## config.mk

```make
export PLATFORM = sky130hd
export DESIGN_NAME = conv_ctrl_regs
export DESIGN_NICKNAME = d
export VERILOG_FILES = /design/src/conv_ctrl_pkg.sv /design/src/conv_ctrl_regs.sv /design/src/output_clock_gen.sv /design/src/serial_frame_rx.sv
export SDC_FILE = /design/constraint.sdc
export NUM_CORES = 1
export LEC_CHECK = 0
export ABC_AREA = 1
export BUFFER_PORTS_ARGS = -buffer_cell sky130_fd_sc_hd__buf_2
export CAP_MARGIN = 20
export CELL_PAD_IN_SITES_DETAIL_PLACEMENT = 0
export CELL_PAD_IN_SITES_GLOBAL_PLACEMENT = 1
export CORE_UTILIZATION = 49
export DETAILED_ROUTE_END_ITERATION = 7
export GPL_TIMING_DRIVEN = 0
export PLACE_DENSITY_LB_ADDON = 0.08
export SLEW_MARGIN = 20
export SYNTH_ARGS = -nofsm -noshare
export SYNTH_HDL_FRONTEND = slang
export SYNTH_SLANG_ARGS = --single-unit
```

## constraint.sdc

```tcl
create_clock -name mclk -period 17.1 [get_ports mclk]
set_input_delay 2.565 -clock mclk [delete_from_list [all_inputs] [get_ports mclk]]
set_output_delay 2.565 -clock mclk [all_outputs]
set_load 0.005 [all_outputs]
```

## src/conv_ctrl_pkg.sv

```systemverilog
// package: register map, reset values, field positions, frame layout and clock-stage states of the control bank
package conv_ctrl_pkg;

  // register addresses (4-bit frame address)
  localparam logic [3:0] ADDR_OUTPUT_CONFIGURATION      = 4'h1;
  localparam logic [3:0] ADDR_FIRST_CHANNEL_OFFSET      = 4'h2;
  localparam logic [3:0] ADDR_FIRST_CHANNEL_FULL_SCALE  = 4'h3;
  localparam logic [3:0] ADDR_SECOND_CHANNEL_OFFSET     = 4'hA;
  localparam logic [3:0] ADDR_SECOND_CHANNEL_FULL_SCALE = 4'hB;
  localparam logic [3:0] ADDR_INTERLEAVE_ENABLE         = 4'hD;
  localparam logic [3:0] ADDR_INTERLEAVE_COARSE_SKEW    = 4'hE;
  localparam logic [3:0] ADDR_INTERLEAVE_FINE_SKEW      = 4'hF;

  // power-on values
  localparam logic [15:0] RST_OUTPUT_CONFIGURATION = 16'hB2FF;
  localparam logic [15:0] RST_CHANNEL_OFFSET       = 16'h007F;
  localparam logic [15:0] RST_CHANNEL_FULL_SCALE   = 16'h807F;
  localparam logic [15:0] RST_INTERLEAVE_ENABLE    = 16'h3FFF;
  localparam logic [15:0] RST_INTERLEAVE_COARSE    = 16'h07FF;
  localparam logic [15:0] RST_INTERLEAVE_FINE      = 16'h007F;

  // frame layout
  localparam int           FRAME_BITS   = 32;
  localparam logic [11:0]  FRAME_HEADER = 12'h001;

  // configuration field positions
  localparam int CFG_DCS_BIT   = 12;
  localparam int CFG_PHASE_BIT = 11;
  localparam int CFG_SDR_BIT   = 10;
  localparam int CFG_SWING_BIT = 9;
  localparam int CFG_EDGE_BIT  = 8;

  // offset, full-scale and skew field positions
  localparam int OFS_MAG_MSB   = 15;
  localparam int OFS_MAG_LSB   = 8;
  localparam int OFS_SIGN_BIT  = 7;
  localparam int FS_MSB        = 15;
  localparam int FS_LSB        = 7;
  localparam int ILV_ON_BIT    = 15;
  localparam int ILV_AUTO_BIT  = 14;
  localparam int SKEW_INP_BIT  = 15;
  localparam int SKEW_TGT_BIT  = 14;
  localparam int COARSE_MSB    = 13;
  localparam int COARSE_LSB    = 11;
  localparam int FINE_MSB      = 15;
  localparam int FINE_LSB      = 7;

  // reset value of the channel full-scale trims
  localparam logic [8:0] FS_NOMINAL = 9'h100;

  // output clock stage state
  typedef enum logic [1:0] {
    OCLK_RUN    = 2'b00,
    OCLK_HOLD   = 2'b01,
    OCLK_ARMED  = 2'b10
  } oclk_state_t;

endpackage : conv_ctrl_pkg

```

## src/conv_ctrl_regs.sv

```systemverilog
// extended control register bank and output clock realignment of a dual converter
`timescale 1ns/1ps
module conv_ctrl_regs
  import conv_ctrl_pkg::*;
(
  // clock and reset
  input  wire logic        mclk,
  input  wire logic        rstn,
  // mode and normal-mode pins
  input  wire logic        extended_mode,
  input  wire logic        edge_select_pin,
  input  wire logic        swing_select_pin,
  input  wire logic        interleave_pin,
  // serial port
  input  wire logic        serial_clock,
  input  wire logic        serial_input_line,
  input  wire logic        serial_select_n,
  // sample clock and realignment
  input  wire logic        sample_clock,
  input  wire logic        output_clock_realign,
  input  wire logic        calibration_running,
  // output clock stage
  output logic             output_data_clock,
  output logic             realign_holding,
  output logic             single_rate_output,
  // effective controls
  output logic             duty_cycle_stabilizer_on,
  output logic             double_rate_clock_phase,
  output logic             output_swing_select,
  output logic             output_edge_rising,
  output logic [7:0]       first_offset_magnitude,
  output logic             first_offset_negative,
  output logic [8:0]       first_full_scale,
  output logic [7:0]       second_offset_magnitude,
  output logic             second_offset_negative,
  output logic [8:0]       second_full_scale,
  output logic             interleave_on,
  output logic             auto_phase_control,
  output logic             interleave_input_choice,
  output logic             skew_target_select,
  output logic [2:0]       coarse_skew_value,
  output logic [8:0]       fine_skew_value,
  output logic             calibration_fault
);

  import conv_ctrl_pkg::*;

  ////////////////////////////////////////////////////////////////////////////
  // reset release and input synchronisers

  logic [1:0] rst_sync;
  logic       rst_n;
  logic [1:0] mode_sync;
  logic [1:0] sclk_sync;
  logic [1:0] sdi_sync;
  logic [1:0] scs_sync;
  logic [1:0] samp_sync;
  logic [1:0] rea_sync;
  logic [1:0] cal_sync;
  logic [1:0] edge_sync;
  logic [1:0] swing_sync;
  logic [1:0] ilv_sync;

  assign rst_n = rst_sync[1];

  // reset enters asynchronously, leaves synchronously
  always_ff @(posedge mclk or negedge rstn)
  begin
    if (!rstn)
      rst_sync <= 2'b00;
    else
      rst_sync <= {rst_sync[0], 1'b1};
  end

  // two-stage synchronisers for every outside input
  always_ff @(posedge mclk or negedge rst_n)
  begin
    if (!rst_n)
    begin
      mode_sync  <= 2'b00;
      sclk_sync  <= 2'b00;
      sdi_sync   <= 2'b00;
      scs_sync   <= 2'b11;
      samp_sync  <= 2'b00;
      rea_sync   <= 2'b00;
      cal_sync   <= 2'b00;
      edge_sync  <= 2'b00;
      swing_sync <= 2'b00;
      ilv_sync   <= 2'b00;
    end
    else
    begin
      mode_sync  <= {mode_sync[0], extended_mode};
      sclk_sync  <= {sclk_sync[0], serial_clock};
      sdi_sync   <= {sdi_sync[0], serial_input_line};
      scs_sync   <= {scs_sync[0], serial_select_n};
      samp_sync  <= {samp_sync[0], sample_clock};
      rea_sync   <= {rea_sync[0], output_clock_realign};
      cal_sync   <= {cal_sync[0], calibration_running};
      edge_sync  <= {edge_sync[0], edge_select_pin};
      swing_sync <= {swing_sync[0], swing_select_pin};
      ilv_sync   <= {ilv_sync[0], interleave_pin};
    end
  end

  ////////////////////////////////////////////////////////////////////////////
  // serial frame reception

  logic        frame_valid;
  logic [3:0]  frame_addr;
  logic [15:0] frame_data;

  serial_frame_rx u_rx (
    .mclk                (mclk),
    .rst_n               (rst_n),
    .sclk_s              (sclk_sync[1]),
    .serial_input_line_s (sdi_sync[1]),
    .serial_select_n_s   (scs_sync[1]),
    .port_enable         (mode_sync[1]),
    .frame_valid         (frame_valid),
    .frame_addr          (frame_addr),
    .frame_data          (frame_data)
  );

  ////////////////////////////////////////////////////////////////////////////
  // register bank

  logic [15:0] output_configuration;
  logic [15:0] first_channel_offset;
  logic [15:0] first_channel_full_scale;
  logic [15:0] second_channel_offset;
  logic [15:0] second_channel_full_scale;
  logic [15:0] interleave_enable;
  logic [15:0] interleave_coarse_skew;
  logic [15:0] interleave_fine_skew;

  function automatic logic hit(input logic [3:0] a);
    hit = frame_valid && (frame_addr == a);
  endfunction

  // defaults at reset; only mapped addresses written
  always_ff @(posedge mclk or negedge rst_n)
  begin
    if (!rst_n)
    begin
      output_configuration      <= RST_OUTPUT_CONFIGURATION;
      first_channel_offset      <= RST_CHANNEL_OFFSET;
      first_channel_full_scale  <= RST_CHANNEL_FULL_SCALE;
      second_channel_offset     <= RST_CHANNEL_OFFSET;
      second_channel_full_scale <= RST_CHANNEL_FULL_SCALE;
      interleave_enable         <= RST_INTERLEAVE_ENABLE;
      interleave_coarse_skew    <= RST_INTERLEAVE_COARSE;
      interleave_fine_skew      <= RST_INTERLEAVE_FINE;
    end
    else
    begin
      if (hit(ADDR_OUTPUT_CONFIGURATION))
        output_configuration <= frame_data;
      if (hit(ADDR_FIRST_CHANNEL_OFFSET))
        first_channel_offset <= frame_data;
      if (hit(ADDR_FIRST_CHANNEL_FULL_SCALE))
        first_channel_full_scale <= frame_data;
      if (hit(ADDR_SECOND_CHANNEL_OFFSET))
        second_channel_offset <= frame_data;
      if (hit(ADDR_SECOND_CHANNEL_FULL_SCALE))
        second_channel_full_scale <= frame_data;
      if (hit(ADDR_INTERLEAVE_ENABLE))
        interleave_enable <= frame_data;
      if (hit(ADDR_INTERLEAVE_COARSE_SKEW))
        interleave_coarse_skew <= frame_data;
      if (hit(ADDR_INTERLEAVE_FINE_SKEW))
        interleave_fine_skew <= frame_data;
    end
  end

  ////////////////////////////////////////////////////////////////////////////
  // effective controls, normal mode falls back to pins and defaults

  logic ext;
  assign ext = mode_sync[1];

  logic [15:0] dflt_cfg;
  assign dflt_cfg = RST_OUTPUT_CONFIGURATION;
  logic [15:0] dflt_fs;
  assign dflt_fs = RST_CHANNEL_FULL_SCALE;

  // register contents apply only in extended mode
  always_ff @(posedge mclk or negedge rst_n)
  begin
    if (!rst_n)
    begin
      duty_cycle_stabilizer_on <= 1'b0;
      double_rate_clock_phase  <= 1'b0;
      single_rate_output       <= 1'b0;
      output_swing_select      <= 1'b0;
      output_edge_rising       <= 1'b0;
    end
    else if (ext)
    begin
      duty_cycle_stabilizer_on <= output_configuration[CFG_DCS_BIT];
      double_rate_clock_phase  <= !output_configuration[CFG_SDR_BIT]
                                  && output_configuration[CFG_PHASE_BIT];
      single_rate_output       <= output_configuration[CFG_SDR_BIT];
      output_swing_select      <= output_configuration[CFG_SWING_BIT];
      output_edge_rising       <= output_configuration[CFG_EDGE_BIT];
    end
    else
    begin
      duty_cycle_stabilizer_on <= dflt_cfg[CFG_DCS_BIT];
      double_rate_clock_phase  <= 1'b0;
      single_rate_output       <= 1'b1;
      output_swing_select      <= swing_sync[1];
      output_edge_rising       <= edge_sync[1];
    end
  end

  // channel trims
  always_ff @(posedge mclk or negedge rst_n)
  begin
    if (!rst_n)
    begin
      first_offset_magnitude  <= 8'h00;
      first_offset_negative   <= 1'b0;
      first_full_scale        <= FS_NOMINAL;
      second_offset_magnitude <= 8'h00;
      second_offset_negative  <= 1'b0;
      second_full_scale       <= FS_NOMINAL;
    end
    else if (ext)
    begin
      // magnitude and sign, both taken from the offset registers
      first_offset_magnitude  <= first_channel_offset[OFS_MAG_MSB:OFS_MAG_LSB];
      first_offset_negative   <= first_channel_offset[OFS_SIGN_BIT];
      second_offset_magnitude <= second_channel_offset[OFS_MAG_MSB:OFS_MAG_LSB];
      second_offset_negative  <= second_channel_offset[OFS_SIGN_BIT];
      first_full_scale        <= first_channel_full_scale[FS_MSB:FS_LSB];
      second_full_scale       <= second_channel_full_scale[FS_MSB:FS_LSB];
    end
    else
    begin
      first_offset_magnitude  <= 8'h00;
      first_offset_negative   <= 1'b0;
      first_full_scale        <= dflt_fs[FS_MSB:FS_LSB];
      second_offset_magnitude <= 8'h00;
      second_offset_negative  <= 1'b0;
      second_full_scale       <= dflt_fs[FS_MSB:FS_LSB];
    end
  end

  // interleave controls
  always_ff @(posedge mclk or negedge rst_n)
  begin
    if (!rst_n)
    begin
      interleave_on           <= 1'b0;
      auto_phase_control      <= 1'b0;
      interleave_input_choice <= 1'b0;
      skew_target_select      <= 1'b0;
      coarse_skew_value       <= 3'h0;
      fine_skew_value         <= 9'h000;
    end
    else if (ext)
    begin
      interleave_on           <= interleave_enable[ILV_ON_BIT];
      auto_phase_control      <= interleave_enable[ILV_AUTO_BIT];
      interleave_input_choice <= interleave_coarse_skew[SKEW_INP_BIT];
      skew_target_select      <= interleave_coarse_skew[SKEW_TGT_BIT];
      coarse_skew_value       <= interleave_enable[ILV_AUTO_BIT] ? 3'h0
                                 : interleave_coarse_skew[COARSE_MSB:COARSE_LSB];
      fine_skew_value         <= interleave_enable[ILV_AUTO_BIT] ? 9'h000
                                 : interleave_fine_skew[FINE_MSB:FINE_LSB];
    end
    else
    begin
      interleave_on           <= ilv_sync[1];
      auto_phase_control      <= 1'b1;
      interleave_input_choice <= 1'b0;
      skew_target_select      <= 1'b0;
      coarse_skew_value       <= 3'h0;
      fine_skew_value         <= 9'h000;
    end
  end

  ////////////////////////////////////////////////////////////////////////////
  // output clock realignment

  logic oclk;
  logic hold;

  // hold and realign the output clock
  output_clock_gen u_oclk (
    .mclk              (mclk),
    .rst_n             (rst_n),
    .sample_clk_s      (samp_sync[1]),
    .realign_s         (rea_sync[1]),
    .single_rate       (single_rate_output),
    .edge_rising       (output_edge_rising),
    .output_data_clock (oclk),
    .holding           (hold)
  );

  // registered copies for the top outputs
  always_ff @(posedge mclk or negedge rst_n)
  begin
    if (!rst_n)
    begin
      output_data_clock <= 1'b0;
      realign_holding   <= 1'b0;
    end
    else
    begin
      output_data_clock <= oclk;
      realign_holding   <= hold;
    end
  end

  // flag a realign raised during calibration
  always_ff @(posedge mclk or negedge rst_n)
  begin
    if (!rst_n)
      calibration_fault <= 1'b0;
    else if (rea_sync[1] && cal_sync[1])
      calibration_fault <= 1'b1;
  end
endmodule // conv_ctrl_regs

```

## src/output_clock_gen.sv

```systemverilog
// output data clock generator with realignment hold
`timescale 1ns/1ps
module output_clock_gen
  import conv_ctrl_pkg::*;
(
  // clock and reset
  input  wire logic        mclk,
  input  wire logic        rst_n,
  // synchronised sample clock and realign request
  input  wire logic        sample_clk_s,
  input  wire logic        realign_s,
  // mode
  input  wire logic        single_rate,
  input  wire logic        edge_rising,
  // output clock
  output logic             output_data_clock,
  output logic             holding
);

  oclk_state_t state;
  logic        samp_d;
  logic        fall;
  logic        hold_level;

  assign fall = samp_d && !sample_clk_s;
  // fixed level while held depends on rate mode and edge choice
  assign hold_level = single_rate ? !edge_rising : 1'b0;

  // sample clock edge history
  always_ff @(posedge mclk or negedge rst_n)
  begin
    if (!rst_n)
      samp_d <= 1'b0;
    else
      samp_d <= sample_clk_s;
  end

  // hold while asserted, arm on release, restart on the next falling edge
  always_ff @(posedge mclk or negedge rst_n)
  begin
    if (!rst_n)
      state <= OCLK_RUN;
    else if (realign_s)
      state <= OCLK_HOLD;
    else
      unique case (state)
        OCLK_RUN:   state <= OCLK_RUN;
        OCLK_HOLD:  state <= OCLK_ARMED;
        OCLK_ARMED: state <= fall ? OCLK_RUN : OCLK_ARMED;
        default:    state <= OCLK_RUN;
      endcase
  end

  // half-rate output clock toggling on each sample clock falling edge
  always_ff @(posedge mclk or negedge rst_n)
  begin
    if (!rst_n)
      output_data_clock <= 1'b0;
    else if (state != OCLK_RUN)
      output_data_clock <= hold_level;
    else if (fall)
      output_data_clock <= !output_data_clock;
  end

  // realignment status
  always_ff @(posedge mclk or negedge rst_n)
  begin
    if (!rst_n)
      holding <= 1'b0;
    else
      holding <= (state != OCLK_RUN);
  end

endmodule // output_clock_gen

```

## src/serial_frame_rx.sv

```systemverilog
// serial frame receiver: samples the three-wire port on its rising clock edges
`timescale 1ns/1ps
module serial_frame_rx
  import conv_ctrl_pkg::*;
(
  // clock and reset
  input  wire logic        mclk,
  input  wire logic        rst_n,
  // synchronised serial lines
  input  wire logic        sclk_s,
  input  wire logic        serial_input_line_s,
  input  wire logic        serial_select_n_s,
  input  wire logic        port_enable,
  // decoded frame
  output logic             frame_valid,
  output logic [3:0]       frame_addr,
  output logic [15:0]      frame_data
);

  logic        sclk_d;
  logic [31:0] shift;
  logic [5:0]  count;
  logic        rise;

  assign rise = sclk_s && !sclk_d;

  // edge detector on the synchronised serial clock
  always_ff @(posedge mclk or negedge rst_n)
  begin
    if (!rst_n)
      sclk_d <= 1'b0;
    else
      sclk_d <= sclk_s;
  end

  // shift in msb first, restart after every 32nd edge
  always_ff @(posedge mclk or negedge rst_n)
  begin
    if (!rst_n)
    begin
      shift <= 32'h0000_0000;
      count <= 6'h00;
    end
    else if (!port_enable || serial_select_n_s)
      count <= 6'h00;
    else if (rise)
    begin
      shift <= {shift[30:0], serial_input_line_s};
      count <= (count == 6'(FRAME_BITS - 1)) ? 6'h00 : count + 6'h01;
    end
  end

  // one-cycle pulse per complete frame with the right header
  always_ff @(posedge mclk or negedge rst_n)
  begin
    if (!rst_n)
    begin
      frame_valid <= 1'b0;
      frame_addr  <= 4'h0;
      frame_data  <= 16'h0000;
    end
    else
    begin
      frame_valid <= 1'b0;
      if (port_enable && !serial_select_n_s && rise && count == 6'(FRAME_BITS - 1)
          && shift[30:19] == FRAME_HEADER)
      begin
        frame_valid <= 1'b1;
        frame_addr  <= shift[18:15];
        frame_data  <= {shift[14:0], serial_input_line_s};
      end
    end
  end

endmodule // serial_frame_rx
```

==> flow_metrics.env <==
export IMPL_status="finished clean"
export IMPL_fillers=1227
export IMPL_synthCells=670
export IMPL_synth_seq_area_share_pct=70.26
export IMPL_cts_setup_buffers=0
export IMPL_die_y_um=121.5
export IMPL_cts_buffer_depth=2
export IMPL_gp_congestion=0.7440
export IMPL_async_flop_share_pct=100.0
export IMPL_via_count=4520
export IMPL_syn_to_final_growth_pct=17.78
export IMPL_num_io_pins=72
export IMPL_cts_tree="done"
export IMPL_hold_class="register to register"
export IMPL_final_cells=956
export IMPL_grt_antenna_before_repair=0
export IMPL_tightest_slew_ns=0.6280
export IMPL_dp_hpwl_um=8623
export IMPL_port_buffers=71
export IMPL_ant_nets=0
export IMPL_drive_above_1_share_pct=18.56
export IMPL_final_nets=779
export IMPL_finalHoldViolCount=0
export IMPL_core_sq_um=13880
export IMPL_grt_max_degree=52
export IMPL_drv_cap=0
export IMPL_critPathSlowestCell="dfstp_2"
export IMPL_routedWlPerCell_um=13.15
export IMPL_pwr_share_clk_pct=43.2
export IMPL_placed_area_sq_um=7662
export IMPL_finalSetupViolCount=0
export IMPL_criticalPathCategory="register to output port"
export IMPL_cts_max_level=4
export IMPL_hold_buffers=0
export IMPL_p_sw_share_pct=21.21
export IMPL_grt_overflow=0
export IMPL_cp_arrival_ns=1.04
export IMPL_pwr_share_seq_pct=53.9
export IMPL_fin_area_sq_um=8239
export IMPL_rsz0062_at_grt="no"
export IMPL_cts_resized=0
export IMPL_cts_root_buf="clkbuf_16"
export IMPL_first_pass_iters=4
export IMPL_drc_errors=0
export IMPL_ys_flop_type="dfrtp_1"
export IMPL_track_usage_pct=19.44
export IMPL_skew_ns=0.01255
export IMPL_clock_fmax_mhz=277.4
export IMPL_synth_common_cells="230 x nand2_1, 188 x dfrtp_1, 77 x inv_1, 63 x o21ai_0, 28 x nor2_1"
export IMPL_relSlewSlack_pct=58.14
export IMPL_cts_sinks=196
export IMPL_path_clk_slew_ns=0.07
export IMPL_placed_cells=924
export IMPL_post_route_period_util_pct=21.08
export IMPL_r2r_setup_slack_ns=15.46
export IMPL_die_width_um=121.5
export IMPL_critPathMaxFanout=1
export IMPL_multi_input_area_sq_um=1670
export IMPL_diodes=0
export IMPL_cp_top_family="flip-flops"
export IMPL_syn_nets=686
export IMPL_leakage_nw=4.486
export IMPL_drt_vias_per_instance=4.728
export IMPL_power_density_nw_per_um2=107.7
export IMPL_synthTopCellsByArea="dfrtp_1 67%, nand2_1 12%, o21ai_0 4.5%, inv_1 4.1%, dfstp_2 3.0%"
export IMPL_post_place_ws_ns=13.95
export IMPL_start_util_pct=50.40
export IMPL_fin_ws_ns=13.50
export IMPL_numCtsBuffers=17
export IMPL_synth_edf_count=0
export IMPL_synth_top_cell_area_share_pct=67.25
export IMPL_yosys_warnings=0
export IMPL_grt_pass1_wl_um=21570
export IMPL_drtIter0Drc=208
export IMPL_end_kind="output port"
export IMPL_crit_chain="buf_2"
export IMPL_finalSetupTns_ns=0
export IMPL_period_minus_slack_ns=3.605
export IMPL_grt_pass1_vias=4425
export IMPL_startpoint_type="register"
export IMPL_regArea_sq_um=4918
export IMPL_wl_um=12570
export IMPL_synth_cell_types=30
export IMPL_internal_power_mw=0.6993
export IMPL_cp_slowest_stage_delay_ns=0.51
export IMPL_cp_required_ns=14.53
export IMPL_ys_ff_latch=196
export IMPL_synth_area_sq_um=6995
export IMPL_critPathBufInv=1
export IMPL_vdd_drop_max_v=0.00006212
export IMPL_yosysTopAreaCell="dfrtp_1"
export IMPL_synth_most_common_cell="nand2_1"
export IMPL_syn_avg_cell_area_sq_um=10.44
export IMPL_insertion_delay_ns=0.43
export IMPL_switchingPower_mw=0.1882
export IMPL_slew_viol_final=0
export IMPL_combPwrFrac_pct=2.8
export IMPL_row_count=43
export IMPL_die_area_sq_um=14760
power by group through the flow:
stage                     sequential, mW  combinational [mW]  clock [mW]
after global placement             0.493              0.0164           0
after CTS                          0.479              0.0261       0.394
after detailed placement           0.487              0.0260           0
after floorplan                    0.491              0.0109           0
after global routing               0.480              0.0293       0.415
final                              0.479              0.0251       0.384
cells in the final DEF, fill, tap and decap left out, types with 3 or more instances in the layout:
master / count
dfrtp_1: 187
dfstp_2: 8
clkbuf_16: 17
or2_2: 6
buf_6: 4
o21ai_1: 3
nand2_1: 230
nand4_1: 13
nand3_1: 4
inv_1: 77
nand2_2: 6
clkbuf_1: 11
clkinvlp_4: 3
buf_2: 75
ha_1: 4
buf_16: 3
clkinv_2: 5
o21ai_0: 63
nor2_2: 3
nor2_1: 28
registers in the layout, indices dropped and copies added, names as in the netlist, 3 cells and up:
name                       flops
first_channel_full_scale       9
u_rx.frame_data                9
first_channel_offset           9
second_offset_magnitude        8
interleave_coarse_skew         5
first_offset_magnitude         8
fine_skew_value                9
second_channel_offset          9
second_channel_full_scale      9
u_rx.frame_addr                4
output_configuration           5
u_rx.count                     6
coarse_skew_value              3
interleave_fine_skew           9
u_rx.shift                    31
first_full_scale               9
second_full_scale              9
routing by layer:
layer  wire (um)  vias up  GRT usage [%]
met5           0        -              0
met4         244        0          9.028
met3         502       20          3.947
met2        6006       81          30.97
met1        5814     2187          25.62
li1            -     2232              -
path summary, 6_finish.rpt:
| path | start | endpoint | depth (start not counted) |
|---|---|---|---|
| max | first_full_scale[8]$_DFF_PN1_ | first_full_scale[8] | 1 |
| min | ilv_sync[0]$_DFF_PN0_ | ilv_sync[1]$_DFF_PN0_ | 0 |
| max reg2reg | rst_sync[1]$_DFF_PN0_ | output_configuration[9]$_DFFE_PN1P_ | 3 |
| min reg2reg | ilv_sync[0]$_DFF_PN0_ | ilv_sync[1]$_DFF_PN0_ | 0 |
| max in group asynchronous | rstn | rst_sync[1]$_DFF_PN0_ | 1 |
| min in group asynchronous | rst_sync[1]$_DFF_PN0_ | first_offset_magnitude[5]$_DFF_PN0_ | 0 |
area by class of cell:
cell class | instances | area share [%]
clock buffer | 19 | 5.376
tap | 180 | 2.733
sequential | 196 | 59.70
inverter | 79 | 3.599
clock inverter | 13 | 1.625
buffer | 20 | 1.382
timing repair buffer | 74 | 5.315
multi-input combinational | 375 | 20.27
through the flow:
stage                     total power [mW]  hold slack [ns]  utilization [%]
final                               0.8875           0.3393            59.36
after global routing                0.9239           0.3527            59.36
after CTS                           0.8991           0.3448            59.36
after detailed placement            0.5134           0.3363            55.20
after global placement              0.5096           0.3320            54.58
after floorplan                     0.5017           0.3312                -
cell families (layout without fill, tap and decap cells):
group	after synthesis	after routing	share of synthesized area, %
xor gates and xnor gates	3	3	0.3757
adders and majority gates	4	4	0.7155
other	1	1	0.05361
AOI/OAI and AO/OA	71	71	5.151
and+or+nand+nor	296	296	17.58
buffers and inverters	99	205	5.867
DFF	196	196	70.26
(Power assumes the default switching activity.)
